File: config.mk
export PLATFORM = sky130hd
export DESIGN_NAME = xds_stretch_wait
export DESIGN_NICKNAME = d
export VERILOG_FILES = /design/src/design/xds_pkg.sv /design/src/design/xds_timing_if.sv /design/src/design/xds_state_gen.sv /design/src/design/xds_stretch_wait.sv
export SDC_FILE = /design/constraint.sdc
export NUM_CORES = 1
export LEC_CHECK = 0
export ABC_CLOCK_PERIOD_IN_PS = 3150
export BUFFER_PORTS_ARGS = -buffer_cell sky130_fd_sc_hd__buf_2
export CAP_MARGIN = 20
export CORE_MARGIN = 1
export CORE_UTILIZATION = 50
export DETAILED_ROUTE_END_ITERATION = 12
export PLACE_DENSITY = 0.88
export SKIP_LAST_GASP = 1
export SYNTH_ARGS = -nofsm -noshare
export SYNTH_HDL_FRONTEND = slang
export SYNTH_SLANG_ARGS = --single-unit
File: constraint.sdc
create_clock -name clock -period 3.15 [get_ports clock]
set_clock_uncertainty 0.2 [all_clocks]
set_input_delay 0.63 -clock clock [delete_from_list [all_inputs] [get_ports clock]]
set_output_delay 0.63 -clock clock [all_outputs]
set_load 0.005 [all_outputs]
File: src/design/xds_pkg.sv
package xds_pkg;
  localparam int          CLKS_PER_MC     = 4;
  localparam logic [1:0]  STATE_C1        = 2'h0;
  localparam logic [1:0]  STATE_C2        = 2'h1;
  localparam logic [1:0]  STATE_C3        = 2'h2;
  localparam logic [1:0]  STATE_C4        = 2'h3;
  localparam int          STRETCH_LSB     = 0;
  localparam int          STRETCH_W       = 3;
  localparam logic [7:0]  CLKCTL_RESET    = 8'h01;
  localparam int          HOLD_EN_BIT     = 7;
  localparam logic [7:0]  MEMMAP_RESET    = 8'h00;
  localparam logic [7:0]  UNLOCK_KEY1     = 8'haa;
  localparam logic [7:0]  UNLOCK_KEY2     = 8'h55;
  localparam logic [1:0]  UNLOCK_WINDOW   = 2'h3;
  typedef enum logic [1:0] {XDS_IDLE, XDS_FETCH, XDS_ACCESS, XDS_END} xds_phase_t;
endpackage

File: src/design/xds_timing_if.sv
`timescale 1ns/1ps
interface xds_timing_if;
  logic       mcTick;
  logic [1:0] clkState;
  modport src (output mcTick, output clkState);
  modport dst (input mcTick, input clkState);
endinterface

File: src/design/xds_state_gen.sv
`timescale 1ns/1ps
module xds_state_gen
  import xds_pkg::*;
(
  input wire logic clock,
  input wire logic rst,
  xds_timing_if.src tim
);
  logic [1:0] cnt;
  logic [1:0] next_cnt;
  always_comb begin
    next_cnt = cnt + 2'h1;
  end
  always_ff @(posedge clock or posedge rst) begin
    if (rst) begin
      cnt <= STATE_C1;
    end else begin
      cnt <= next_cnt;
    end
  end
  assign tim.clkState = cnt;
  assign tim.mcTick   = (cnt == STATE_C4);
endmodule

File: src/design/xds_stretch_wait.sv
`timescale 1ns/1ps
module xds_stretch_wait
  import xds_pkg::*;
#(
  parameter int ADDR_W = 16,
  parameter int DATA_W = 8
) (
  // Clock and reset
  input  wire logic              clock,
  input  wire logic              rst,
  // CPU request, taken at the start of a machine cycle
  input  wire logic              reqValid,
  input  wire logic              reqWrite,
  input  wire logic [ADDR_W-1:0] reqAddr,
  input  wire logic [DATA_W-1:0] reqWdata,
  output logic                   cpuHold,
  output logic                   reqDone,
  output logic [DATA_W-1:0]      reqRdata,
  output logic                   cycleStart,
  // Special register writes
  input  wire logic              sfrWrite,
  input  wire logic              sfrSelClk,
  input  wire logic              sfrSelMap,
  input  wire logic              sfrSelKey,
  input  wire logic [7:0]        sfrWdata,
  output logic [7:0]             clockControlReg,
  output logic [7:0]             memoryMapReg,
  // External memory pins
  input  wire logic              holdRequestN,
  input  wire logic [DATA_W-1:0] extDataIn,
  output logic [ADDR_W-1:0]      extAddr,
  output logic [DATA_W-1:0]      extDataOut,
  output logic                   extDataOe,
  output logic                   readStrobeN,
  output logic                   writeStrobeN
);
  // Elaboration checks; the machine-cycle counter is four bits wide
  if (ADDR_W < 1 || DATA_W < 1) begin : g_bad_width
    $error("xds_stretch_wait: bad width");
  end
  if (STRETCH_W > 3) begin : g_bad_stretch
    $error("xds_stretch_wait: stretch field too wide for cycle counter");
  end

  xds_timing_if tim ();
  xds_state_gen u_gen (
    .clock (clock),
    .rst   (rst),
    .tim   (tim)
  );

  // Pin synchroniser; the first stage feeds only the second
  logic holdSync1;
  logic holdSync2;
  always_ff @(posedge clock or posedge rst) begin
    if (rst) begin
      holdSync1 <= 1'b1;
      holdSync2 <= 1'b1;
    end else begin
      holdSync1 <= holdRequestN;
      holdSync2 <= holdSync1;
    end
  end

  // Register file with timed unlock
  logic [7:0] clkReg;
  logic [7:0] mapReg;
  logic [1:0] keyStage;
  logic [1:0] keyTimer;
  logic [7:0] next_clkReg;
  logic [7:0] next_mapReg;
  logic [1:0] next_keyStage;
  logic [1:0] next_keyTimer;
  always_comb begin
    next_clkReg   = clkReg;
    next_mapReg   = mapReg;
    next_keyStage = keyStage;
    next_keyTimer = (keyTimer != 2'h0) ? keyTimer - 2'h1 : 2'h0;
    if (keyStage == 2'h2 && keyTimer == 2'h0) begin
      next_keyStage = 2'h0;
    end
    if (sfrWrite && sfrSelClk) begin
      next_clkReg = sfrWdata;
    end
    if (sfrWrite && sfrSelKey) begin
      if (sfrWdata == UNLOCK_KEY1) begin
        next_keyStage = 2'h1;
      end else if (sfrWdata == UNLOCK_KEY2 && keyStage == 2'h1) begin
        next_keyStage = 2'h2;
        next_keyTimer = UNLOCK_WINDOW;
      end else begin
        next_keyStage = 2'h0;
      end
    end
    if (sfrWrite && sfrSelMap) begin
      // Hold enable moves only when unlocked; other bits are free
      next_mapReg[HOLD_EN_BIT-1:0] = sfrWdata[HOLD_EN_BIT-1:0];
      if (keyStage == 2'h2) begin
        next_mapReg[HOLD_EN_BIT] = sfrWdata[HOLD_EN_BIT];
      end
      next_keyStage = 2'h0;
    end
  end
  always_ff @(posedge clock or posedge rst) begin
    if (rst) begin
      clkReg   <= CLKCTL_RESET;
      mapReg   <= MEMMAP_RESET;
      keyStage <= 2'h0;
      keyTimer <= 2'h0;
    end else begin
      clkReg   <= next_clkReg;
      mapReg   <= next_mapReg;
      keyStage <= next_keyStage;
      keyTimer <= next_keyTimer;
    end
  end

  // Access sequencer
  xds_phase_t        phase;
  xds_phase_t        next_phase;
  logic [3:0]        mcLeft;
  logic [3:0]        next_mcLeft;
  logic              isWrite;
  logic              next_isWrite;
  logic [ADDR_W-1:0] addrQ;
  logic [ADDR_W-1:0] next_addrQ;
  logic [DATA_W-1:0] wdataQ;
  logic [DATA_W-1:0] next_wdataQ;
  logic [DATA_W-1:0] rdataQ;
  logic [DATA_W-1:0] next_rdataQ;
  logic              strobe;
  logic              next_strobe;
  logic              holdQ;
  logic              next_holdQ;
  logic              doneQ;
  logic              next_doneQ;
  logic [STRETCH_W-1:0] stretch;
  logic              holdEn;
  logic              mcEdge;

  assign stretch = clkReg[STRETCH_LSB +: STRETCH_W];
  assign holdEn  = mapReg[HOLD_EN_BIT];
  assign mcEdge  = tim.mcTick;

  // Hold is sampled in the C3 state that precedes the strobe's release
  function automatic logic holdPoint(input logic [STRETCH_W-1:0] s,
                                     input logic [3:0]           left,
                                     input logic [1:0]           st);
    return (s != '0) && (left == 4'h1) && (st == STATE_C3);
  endfunction

  // Strobe is released after C1 of the last access cycle
  function automatic logic strobeEnd(input logic [STRETCH_W-1:0] s,
                                     input logic [3:0]           left,
                                     input logic [1:0]           st);
    return (s != '0) && (left == 4'h0) && (st == STATE_C1);
  endfunction

  always_comb begin
    next_phase   = phase;
    next_mcLeft  = mcLeft;
    next_isWrite = isWrite;
    next_addrQ   = addrQ;
    next_wdataQ  = wdataQ;
    next_rdataQ  = rdataQ;
    next_strobe  = strobe;
    next_holdQ   = holdQ;
    next_doneQ   = 1'b0;
    case (phase)
      XDS_IDLE: begin
        if (mcEdge && reqValid) begin
          next_phase   = XDS_FETCH;
          next_isWrite = reqWrite;
          next_addrQ   = reqAddr;
          next_wdataQ  = reqWdata;
          next_holdQ   = 1'b0;
        end
      end
      XDS_FETCH: begin
        if (mcEdge) begin
          next_phase  = XDS_ACCESS;
          next_mcLeft = {1'b0, stretch};
        end
      end
      XDS_ACCESS: begin
        // Stretch 0: strobe C2..C3 (2 clocks); else C2 of first to C1 of last
        // Limitation: at stretch 0 no C3 precedes the strobe's end, so hold is not seen
        if (stretch == '0) begin
          next_strobe = (tim.clkState == STATE_C1) || (tim.clkState == STATE_C2);
        end else if (tim.clkState == STATE_C1 && mcLeft == {1'b0, stretch}) begin
          next_strobe = 1'b1;
        end else if (strobeEnd(stretch, mcLeft, tim.clkState)) begin
          next_strobe = 1'b0;
        end
        if (holdPoint(stretch, mcLeft, tim.clkState)) begin
          next_holdQ = holdEn && !holdSync2;
        end
        if (mcEdge) begin
          if (mcLeft == 4'h1 && holdQ) begin
            // Counter stays put: one whole cycle inserted, strobe kept active
            next_holdQ = 1'b0;
          end else if (mcLeft != 4'h0) begin
            next_mcLeft = mcLeft - 4'h1;
          end else begin
            next_phase  = XDS_END;
            next_strobe = 1'b0;
          end
        end
        if (strobe && !isWrite) begin
          next_rdataQ = extDataIn;
        end
      end
      XDS_END: begin
        next_phase = XDS_IDLE;
        next_doneQ = 1'b1;
        next_strobe = 1'b0;
      end
      default: begin
        next_phase = XDS_IDLE;
      end
    endcase
  end
  always_ff @(posedge clock or posedge rst) begin
    if (rst) begin
      phase   <= XDS_IDLE;
      mcLeft  <= 4'h0;
      isWrite <= 1'b0;
      addrQ   <= '0;
      wdataQ  <= '0;
      rdataQ  <= '0;
      strobe  <= 1'b0;
      holdQ   <= 1'b0;
      doneQ   <= 1'b0;
    end else begin
      phase   <= next_phase;
      mcLeft  <= next_mcLeft;
      isWrite <= next_isWrite;
      addrQ   <= next_addrQ;
      wdataQ  <= next_wdataQ;
      rdataQ  <= next_rdataQ;
      strobe  <= next_strobe;
      holdQ   <= next_holdQ;
      doneQ   <= next_doneQ;
    end
  end

  // Registered outputs; only external moves stall the CPU
  logic busyQ;
  logic startQ;
  always_ff @(posedge clock or posedge rst) begin
    if (rst) begin
      busyQ  <= 1'b0;
      startQ <= 1'b0;
    end else begin
      busyQ  <= (next_phase != XDS_IDLE);
      startQ <= mcEdge;
    end
  end

  // Pin drivers come from flops so the strobes cannot glitch
  logic oeNQ;
  logic rdNQ;
  logic wrNQ;
  logic next_oeNQ;
  logic next_rdNQ;
  logic next_wrNQ;
  always_comb begin
    next_oeNQ = !(next_isWrite && next_phase != XDS_IDLE);
    next_rdNQ = !(next_strobe && !next_isWrite);
    next_wrNQ = !(next_strobe && next_isWrite);
  end
  always_ff @(posedge clock or posedge rst) begin
    if (rst) begin
      oeNQ <= 1'b1;
      rdNQ <= 1'b1;
      wrNQ <= 1'b1;
    end else begin
      oeNQ <= next_oeNQ;
      rdNQ <= next_rdNQ;
      wrNQ <= next_wrNQ;
    end
  end
  assign cpuHold         = busyQ;
  assign cycleStart      = startQ;
  assign reqDone         = doneQ;
  assign reqRdata        = rdataQ;
  assign clockControlReg = clkReg;
  assign memoryMapReg    = mapReg;
  assign extAddr         = addrQ;
  assign extDataOut      = wdataQ;
  assign extDataOe       = oeNQ; // low while driving
  assign readStrobeN     = rdNQ;
  assign writeStrobeN    = wrNQ;
endmodule

==> out/qor.txt, run 1 <==
status -> finished, final reports clean
Clk pwr share -> 25.4%
CTS hold repair buffers -> 0
number of synthesis warnings -> 0
later-pin clock latency in the skew report -> 330 ps
switch share -> 28.81%
Critical Path Start Type -> flop
leading area contributor after synthesis -> dfrtp_1
CTS tree -> yes
Die W -> 79.16 um
Crit path max-delay family -> simple AND/OR/NAND/NOR gates
Mapped Cells -> 211
Slew @ Worst Pin -> 582.3 ps
clock sink count -> 71
met2 usage -> 34.66%
Critical Path Sink Type -> flop
Avg Inst Size Synth -> 14.11 um^2
Hold/Removal Path Class -> primary input to asynchronous set/reset pin
library cells used by synthesis -> 44
Synth Flop Type -> dfrtp_1
GRT busiest layer -> met2
num rows -> 27
Post-synth ARST share -> 100.0%
CTS max path bufs -> 2
GR Overflow Total -> 0
Cell Chain, Critical Path -> ha_1, nand2_1, nor3_4, buf_4, mux2_2
CP Buf/Inv Count -> 1
synthesized area -> 2977 um^2
Slowest-stage cell, CP -> nor3_4
Seq cells post-synth -> 71
Max Cap Viol -> 0
Worst EP arrival -> 2440 ps
post-synth top area share -> 54.64%
WL final -> 5763 um
first-iteration detailed-routing DRC count -> 86
Max VDD drop -> 0.0004165 V
met1 Use GR -> 23.21%
largest net degree at the start of global routing -> 45
most frequent cells in the layout -> buf_2, dfrtp_1, mux2_2, clkbuf_8, nand2_1
Avg Vias per Cell -> 5.304
Slew Limit Fails -> 0
CP max FO -> 16
port buffer count -> 102
DRC Markers -> 0
Num CTS Buffers -> 9
RSZ-0062 raised after global routing -> no
vias in the first global route -> 2131
max incr delay on CP -> 490 ps
Antenna diodes -> 0
htree depth -> 3
Power Dens Cells -> 785.3 nW/um^2
core area -> 5608 um^2
Seq/Total Area, Yosys -> 59.94%
Fmax -> 411.4 MHz
Worst path depth -> 5
routed via count -> 2111
worst path required time -> 3160 ps
Final Hold Slack -> 145.6 ps
antenna violations before repair -> 0
GRT met3 Usage -> 5.747%
Fin. Hold Viols -> 0
DRT antenna net count -> 0
Final #Nets -> 376
first-pass GRT wire length -> 9377 um
layout cells sized above 1 -> 55.83%
DIE AREA -> 6266 um^2
Net Switching -> 857.7 uW
Setup CP Type -> flop to flop
Root Driver -> clkbuf_8
Post-CTS Resized -> 0
final worst path period need -> 2431 ps
CTS clk-pin slew, worst paths -> 70 ps
Comb pwr share -> 27.1%
syn nets -> 266
Post-CTS Repair Setup Buffers -> 0
Die Y -> 79.16 um
Pleak -> 1.838 nW
commonest non-fill, non-tap cell in the layout -> buf_2
Setup TNS Final -> 0 ps
global router's overall resource usage -> 19.79%
ranking of synthesized cells by area -> dfrtp_1, mux2_2, dfstp_2, ha_1, nand2_1
internal power -> 2.120 mW
io pins -> 103
Seq pwr share -> 47.5%
Final GP Congestion -> 0.8643
Tcrit/Tclk final -> 77.16%
wire per inst -> 14.48 um
EDFF count, synth -> 0
final setup fails -> 0
Slew headroom -> 61.06%
HPWL after DPL -> 4258 um
Initial DRT Pass Iterations -> 5
area grow syn2layout -> 27.36%
cells on worst reg2reg path -> 5
initial core utilization -> 53.08%
==> layer usage <==
metal	part of all wire (%)	up-vias	routed length, um
met5	0	-	0
met4	0.95	0	55
met3	6.4	7	369
met2	50	91	2899
met1	42	1029	2438
li1	-	984	-
==> logic make-up (layout without fill, tap and decap cells) <==
kind of cell | after synthesis | after routing | share of synthesized area (%)
AOI/OAI and AO/OA | 25 | 25 | 6.138
adders and majority gates | 6 | 6 | 2.522
xor gates and xnor gates | 3 | 3 | 0.8829
and+or+nand+nor | 43 | 43 | 9.416
buffers and inverters | 12 | 127 | 1.891
DFF | 71 | 71 | 59.94
muxes | 51 | 51 | 19.21
==> synthesized netlist by cell type, types with 2 or more instances <==
| cell type | n |
|---|---|
| a21oi_1 | 6 |
| a31o_2 | 2 |
| and2b_1 | 3 |
| and4_1 | 2 |
| buf_2 | 3 |
| buf_4 | 2 |
| dfrtp_1 | 65 |
| dfstp_2 | 6 |
| ha_1 | 6 |
| inv_1 | 7 |
| mux2_2 | 49 |
| mux2i_1 | 2 |
| nand2_1 | 11 |
| nand2b_1 | 2 |
| nor2_1 | 6 |
| nor3_1 | 2 |
| nor3b_1 | 2 |
| nor4bb_1 | 3 |
| o21ai_0 | 2 |
| o22ai_1 | 3 |
| o31ai_1 | 2 |
| xnor2_1 | 3 |
==> layout make-up <==
| type | instances | area, um^2 |
|---|---|---|
| multi-input cells | 128 | 1136 |
| clock buffers | 12 | 165.2 |
| fillers | 417 | 1817 |
| inverters | 7 | 26.28 |
| clock inverters | 4 | 51.30 |
| repair buffers | 104 | 538.0 |
| well taps | 72 | 90.09 |
| flip-flops and latches | 71 | 1784 |
==> path summary, 6_finish.rpt <==
path	from	to	slack, ps
worst max-delay path	u_gen.tim.clkState[0]	extDataOut[5]	720
worst min-delay path	rst	extAddr[2]	150
worst max register to register	u_gen.tim.clkState[0]	extDataOut[5]	720
worst min register to register	holdSync1	holdSync2	160
max in group asynchronous	rst	holdSync1	1920
min in group clock	holdSync1	holdSync2	160
==> power groups by stage <==
stage	Sequential (mW)	Clock (mW)	Combinational [mW]
2_1_floorplan	1.42	0	0.440
3_3_place_gp	1.41	0	0.787
3_5_place_dp	1.43	0	0.814
4_1_cts	1.41	0.773	0.818
5_1_grt	1.45	0.815	0.891
6_report	1.41	0.757	0.806
==> registers in the layout, summed over array words and instances (netlist names) <==
| register | flops |
|---|---|
| phase | 2 |
| keyStage | 2 |
| writeStrobeN | 1 |
| memoryMapReg | 8 |
| u_gen.tim.clkState | 2 |
| extAddr | 16 |
| holdQ | 1 |
| holdSync1 | 1 |
| reqDone | 1 |
| extDataOut | 8 |
| extDataOe | 1 |
| reqRdata | 8 |
| keyTimer | 2 |
| isWrite | 1 |
| cpuHold | 1 |
| holdSync2 | 1 |
| cycleStart | 1 |
| clockControlReg | 8 |
| strobe | 1 |
| mcLeft | 4 |
| readStrobeN | 1 |
==> stage by stage <==
stage               setup slack [ps]  total power [mW]  cells  area (um^2)  util (%)
floorplan                      533.4             1.860    211         2977         -
global placement               854.3             2.197    382         3575     63.74
detailed placement             718.0             2.242    382         3575     63.74
CTS                            701.6             3.006    398         3791     67.60
global route                   567.5             3.154    398         3791     67.60
finish                         719.4             2.977    398         3791     67.60
Power figures use the tool's default switching activity.
==> inputs of run 2 (changes only) <==
--- a/config.mk
+++ b/config.mk
@@ -5,7 +5,7 @@
 export SDC_FILE = /design/constraint.sdc
 export NUM_CORES = 1
 export LEC_CHECK = 0
-export ABC_CLOCK_PERIOD_IN_PS = 3150
+export ABC_CLOCK_PERIOD_IN_PS = 2400
 export BUFFER_PORTS_ARGS = -buffer_cell sky130_fd_sc_hd__buf_2
 export CAP_MARGIN = 20
 export CORE_MARGIN = 1
==> constraint.sdc (replaced) <==
create_clock -name clock -period 2.4 [get_ports clock]
set_clock_uncertainty 0.2 [all_clocks]
set_input_delay 0.48 -clock clock [delete_from_list [all_inputs] [get_ports clock]]
set_output_delay 0.48 -clock clock [all_outputs]
set_load 0.005 [all_outputs]
==> run 2 against run 1 <==
Design area up 1.1%. Routed wire length up 6.8%. Largest power group unchanged. Sequential power up 32%. First-iteration DRC count down 28%. Critical path depth up 1. Worst setup slack worse by 350 ps. Hold slack worse by 100 ps.
==> out/qor.txt, run 2 (synthesis gave the netlist of run 1 again) <==
status -> finished, final reports clean
port buffer count -> 102 (unchanged)
Critical Path Source -> mcLeft[0]
Final #Nets -> 378 (+0.53%)
CP max FO -> 5 (-11)
Num CTS Buffers -> 9 (unchanged)
Critical Path Sink Type -> flop
reg-to-reg critical path endpoint -> mcLeft[3]
global router's overall resource usage -> 21.44% (+1.7 points)
Die Y -> 79.16 um (unchanged)
Hold/Removal Path Class -> primary input to flop
Post-CTS Resized -> 0 (unchanged)
Die W -> 79.16 um (unchanged)
layout cells sized above 1 -> 55.49% (-0.34 points)
Power Dens Cells -> 1040 nW/um^2 (+32%)
core area -> 5608 um^2 (unchanged)
antenna violations before repair -> 0 (unchanged)
io pins -> 103 (unchanged)
Tcrit/Tclk final -> 84.64% (+7.5 points)
HPWL after DPL -> 4430 um (+4.0%)
fin area -> 3831 um^2 (+1.1%)
worst path required time -> 2460 ps (-700 ps)
# fillers -> 415 (-0.48%)
Setup TNS Final -> 0 ps (unchanged)
placed inst area -> 3598 um^2 (+0.66%)
Max VDD drop -> 0.0005872 V (+41%)
Antenna diodes -> 0 (unchanged)
Final GP Congestion -> 0.8026 (-7.1%)
most frequent cells in the layout -> buf_2, dfrtp_1, mux2_2, nand2_1, clkbuf_8
commonest non-fill, non-tap cell in the layout -> buf_2
Worst EP arrival -> 2090 ps (-350 ps)
RR Startpoint -> mcLeft[0]
Fin. Hold Viols -> 0 (unchanged)
GR Overflow Total -> 0 (unchanged)
wire per inst -> 15.39 um (+6.3%)
Critical Path Start Type -> flop
reg-to-reg setup timing slack -> 370 ps (-350 ps)
CTS max path bufs -> 2 (unchanged)
DRC Markers -> 0 (unchanged)
Slew Limit Fails -> 0 (unchanged)
routed via count -> 2135 (+1.1%)
WHS Endpoint -> holdSync1
Initial DRT Pass Iterations -> 4 (-1)
Setup CP Type -> flop to flop
cells on worst reg2reg path -> 6 (+1)
Pleak -> 1.847 nW (+0.47%)
area grow syn2layout -> 28.71%
Slew @ Worst Pin -> 522.7 ps (-59.53 ps)
worst hold stages -> 1
vias in the first global route -> 2144 (+0.61%)
initial core utilization -> 53.08% (unchanged)
first-pass GRT wire length -> 10010 um (+6.8%)
Fmax -> 492.3 MHz (+20%)
Slew headroom -> 65.08% (+4.0 points)
CTS tree -> yes
DIE AREA -> 6266 um^2 (unchanged)
later-pin clock latency in the skew report -> 330 ps (about the same)
Max Cap Viol -> 0 (unchanged)
min-delay src -> holdRequestN
Avg Vias per Cell -> 5.338 (+0.63%)
WL final -> 6156 um (+6.8%)
CTS clk-pin slew, worst paths -> 80 ps (about the same)
RSZ-0062 raised after global routing -> no
largest net degree at the start of global routing -> 50 (+11%)
Root Driver -> clkbuf_8
num rows -> 27 (unchanged)
clock sink count -> 71 (unchanged)
final setup fails -> 0 (unchanged)
first-iteration detailed-routing DRC count -> 62 (-28%)
Final Hold Slack -> 46.01 ps (-99.56 ps)
final worst path period need -> 2031 ps (-399.2 ps)
max reg flops -> 16 (unchanged)
DRT antenna net count -> 0 (unchanged)
htree depth -> 3 (unchanged)
## run 2: changes by cell type in the layout (fill, tap and decap cells not counted), sizes merged
cell         previous run  this run
inv                     8         6
buf                   104       105
bufinv                  1         2
clkbuf                 12        11
clkinv                  1         2
clkinvlp                1         2
dlygate4sd3             0         1
## run 2: power breakdown
| group | internal (mW) | switching (mW) | leakage, nW | total (mW) |
|---|---|---|---|---|
| registers | 1.60 | 0.256 | 0.859 | 1.86 |
| clock network | 0.614 | 0.429 | 0.110 | 1.04 |
| logic | 0.619 | 0.466 | 0.878 | 1.08 |
| total | 2.83 | 1.15 | 1.85 | 3.98 |
## run 2: metrics by stage
| step | util, % | std cells | power (mW) | setup slack, ps |
|---|---|---|---|---|
| after floorplan | - | 211 | 2.441 | 471.4 |
| after global placement | 64.17 | 383 | 2.879 | 494.0 |
| after detailed placement | 64.17 | 383 | 2.960 | 424.3 |
| after CTS | 68.32 | 400 | 4.021 | 397.5 |
| after global routing | 68.32 | 400 | 4.226 | 229.0 |
| final | 68.32 | 400 | 3.983 | 368.6 |
## run 2: worst max path at each step
stage / cells past startpoint / end
floorplan: 6 / extAddr[0]
global placement: 5 / extAddr[1]
detailed placement: 5 / extAddr[14]
CTS: 6 / mcLeft[3]
global route: 6 / strobe
finish: 6 / mcLeft[3]
## run 2: final cells by class
class | instances | area [um^2] | share of cell area (%)
Sequential cell | 71 | 1784 | 46.57
Timing Repair Buffer | 106 | 568.0 | 14.83
Clock inverter | 5 | 81.33 | 2.123
Multi-Input combinational cell | 128 | 1136 | 29.65
Tap cell | 72 | 90.09 | 2.351
Clock buffer | 11 | 141.4 | 3.690
Inverter | 7 | 30.03 | 0.7838
## run 2: critical path, cell delays in order, from the launching register on
cell	delay, ps
dfrtp_1	450
inv_1	90
ha_1	280
a21oi_1	210
o31ai_1	120
nor4_1	390
mux2i_1	220
## run 2: repair_timing
action                    in CTS  in global routing
buffers inserted               0                  0
hold endpoints to repair      22                  0
hold buffers                   1                  0
## run 2: routing by layer
| layer | track usage, % | vias up | part of all wire [%] |
|---|---|---|---|
| li1 | - | 987 | - |
| met5 | 0 | - | 0 |
| met1 | 25.55 | 1035 | 42 |
| met2 | 35.26 | 102 | 48 |
| met3 | 5.977 | 11 | 7.3 |
| met4 | 11.27 | 0 | 2.1 |
==> inputs of run 3 (changes only) <==
--- a/config.mk
+++ b/config.mk
@@ -5,13 +5,13 @@
 export SDC_FILE = /design/constraint.sdc
 export NUM_CORES = 1
 export LEC_CHECK = 0
-export ABC_CLOCK_PERIOD_IN_PS = 2400
+export ABC_CLOCK_PERIOD_IN_PS = 1700
 export BUFFER_PORTS_ARGS = -buffer_cell sky130_fd_sc_hd__buf_2
 export CAP_MARGIN = 20
 export CORE_MARGIN = 1
-export CORE_UTILIZATION = 50
+export CORE_UTILIZATION = 45
 export DETAILED_ROUTE_END_ITERATION = 12
-export PLACE_DENSITY = 0.88
+export PLACE_DENSITY = 0.84
 export SKIP_LAST_GASP = 1
 export SYNTH_ARGS = -nofsm -noshare
 export SYNTH_HDL_FRONTEND = slang
==> constraint.sdc (replaced) <==
create_clock -name clock -period 1.7 [get_ports clock]
set_clock_uncertainty 0.2 [all_clocks]
set_input_delay 0.34 -clock clock [delete_from_list [all_inputs] [get_ports clock]]
set_output_delay 0.34 -clock clock [all_outputs]
set_load 0.005 [all_outputs]
==> run 3 against run 2 <==
Worst setup slack lost 450 ps. Register-to-register slack got worse by 450 ps. Largest cell class unchanged. Sequential power up 39%. Fmax is 14% higher. First-iteration DRC count down 37%. Count of clock-buffer cells in the layout stayed put. Design area grew 11%. Combinational power increased by 90%. Final cell count rose by 9.3%. Largest power group unchanged. Total power is 48% higher. The run now ends with setup timing left. Die area increased by 11%.
==> out/qor.txt, run 3 (synthesis gave the netlist of run 1 again) <==
pre-CTS setup slack -> -110.5 ps (-534.8 ps)
worst path required time -> 1780 ps (-680 ps)
Fin. Hold Viols -> 0 (unchanged)
Critical Path Start Type -> flop
layout cells sized above 1 -> 63.61% (+8.1 points)
switch share -> 29.51% (+0.63 points)
Hold/Removal Path Class -> primary input to flop
Max Cap Viol -> 0 (unchanged)
Final #Nets -> 411 (+8.7%)
Seq pwr share -> 43.8% (-2.8 points)
status -> finished, violations left
Antenna diodes -> 0 (unchanged)
Critical Path Sink Type -> flop
Tcrit/Tclk final -> 104.9% (+20 points)
Slew @ Worst Pin -> 449.0 ps (-73.69 ps)
area grow syn2layout -> 42.96%
port buffer count -> 102 (unchanged)
routed via count -> 2275 (+6.6%)
Final GP Congestion -> 0.8262 (+2.9%)
HPWL after DPL -> 4665 um (+5.3%)
GR Overflow Total -> 0 (unchanged)
Avg Vias per Cell -> 5.206 (-2.5%)
Net Switching -> 1.743 mW (+52%)
CP max FO -> 9 (+4)
global router's overall resource usage -> 20.52% (-0.92 points)
CTS tree -> yes
internal power -> 4.163 mW (+47%)
num rows -> 29 (+7.4%)
first-iteration detailed-routing DRC count -> 39 (-37%)
DRT antenna net count -> 0 (unchanged)
Initial DRT Pass Iterations -> 4 (unchanged)
final setup fails -> 25 (+25)
core area -> 6350 um^2 (+13%)
# fillers -> 439 (+5.8%)
CTS max path bufs -> 2 (unchanged)
Worst EP arrival -> 1860 ps (-230 ps)
later-pin clock latency in the skew report -> 330 ps (about the same)
Setup CP Type -> flop to flop
htree depth -> 3 (unchanged)
DIE AREA -> 6944 um^2 (+11%)
WL final -> 6794 um (+10%)
io pins -> 103 (unchanged)
wire per inst -> 15.55 um (+1.0%)
Seq. cell area -> 1785 um^2 (about the same)
Clk pwr share -> 21.4% (-4.8 points)
Num CTS Buffers -> 9 (unchanged)
first-pass GRT wire length -> 11210 um (+12%)
Fmax -> 560.7 MHz (+14%)
final worst path period need -> 1784 ps (-247.8 ps)
multi-input logic area -> 1316 um^2 (+16%)
DRC Markers -> 0 (unchanged)
antenna violations before repair -> 0 (unchanged)
commonest non-fill, non-tap cell in the layout -> buf_2
max reg flops -> 16 (unchanged)
largest net degree at the start of global routing -> 38 (-24%)
Power Dens Cells -> 1388 nW/um^2 (+33%)
Max VDD drop -> 0.0007838 V (+33%)
Pleak -> 2.060 nW (+12%)
Total Power -> 5.906 mW (+48%)
Die Y -> 83.33 um (+5.3%)
final worst setup slack -> -83.62 ps (-452.2 ps)
violated checks -> setup timing
Root Driver -> clkbuf_8
Slew headroom -> 70.06% (+5.0 points)
clock sink count -> 71 (unchanged)
Comb pwr share -> 34.8% (+7.6 points)
initial core utilization -> 46.88% (-6.2 points)
Slew Limit Fails -> 0 (unchanged)
Die W -> 83.33 um (+5.3%)
RSZ-0062 raised after global routing -> yes
vias in the first global route -> 2301 (+7.3%)
CTS clk-pin slew, worst paths -> 70 ps (about the same)
most frequent cells in the layout -> buf_2, dfrtp_1, mux2_2, buf_4, mux2_4
==> run 3: cell type report <==
type / instances / share of cell area (%)
Sequential cell: 71 / 41.96
Multi-Input combinational cell: 128 / 30.93
Timing Repair Buffer: 139 / 19.94
Clock buffer: 11 / 3.087
Tap cell: 77 / 2.264
Clock inverter: 4 / 1.117
Inverter: 7 / 0.7057
==> run 3: power by group through the flow <==
stage	Combinational (mW)	Clock, mW	Sequential (mW)
finish	2.05	1.26	2.59
global route	2.20	1.36	2.67
CTS	2.02	1.30	2.59
detailed placement	1.89	0	2.62
global placement	1.83	0	2.58
floorplan	0.971	0	2.64
==> run 3: critical path: stages (launching register included) <==
cell and delay (ps):
dfrtp_1 410, ha_2 220, buf_4 170, and4_4 170, a2111oi_4 380, or2_4 180
==> run 3: metrics by stage <==
step / area (um^2) / utilization (%) / hold WS [ps] / instances / TNS [ps]
after floorplan: 3114 / - / 144.5 / 211 / -5072
after global placement: 3876 / 61.04 / 154.3 / 409 / -572.9
after detailed placement: 3876 / 61.04 / 158.2 / 409 / -2261
after CTS: 4223 / 66.50 / 21.75 / 434 / -1174
after global routing: 4255 / 67.01 / 27.73 / 437 / -3658
final: 4255 / 67.01 / 34.63 / 437 / -1241
==> run 3: path summary, 6_finish.rpt <==
| path | slack [ps] | to | start | depth (start not counted) |
|---|---|---|---|---|
| min in group asynchronous | 470 | memoryMapReg[6] | rst | 4 |
| max in group asynchronous | 460 | extDataOe | rst | 4 |
| min | 30 | extAddr[12] | reqAddr[12] | 2 |
| min reg2reg | 170 | holdSync2 | holdSync1 | 0 |
| max | -80 | strobe | u_gen.tim.clkState[0] | 5 |
| max reg2reg | -80 | strobe | u_gen.tim.clkState[0] | 5 |
==> run 3: repair_timing <==
item	in CTS	in global routing
hold endpoints to repair	67	0
cloned	1	0
setup buffers	6	3
setup endpoints to repair	31	42
pin swaps	9	6
hold buffers	3	0
gates resized for setup	18	3
==> run 3: per-layer routing <==
layer / GRT usage, % / routed length (um) / vias to the layer above
met2: 33.90 / 3396 / 86
met3: 4.076 / 355 / 12
met5: 0 / 0 / -
met1: 26.60 / 2937 / 1120
li1: - / - / 1057
met4: 8.150 / 104 / 0
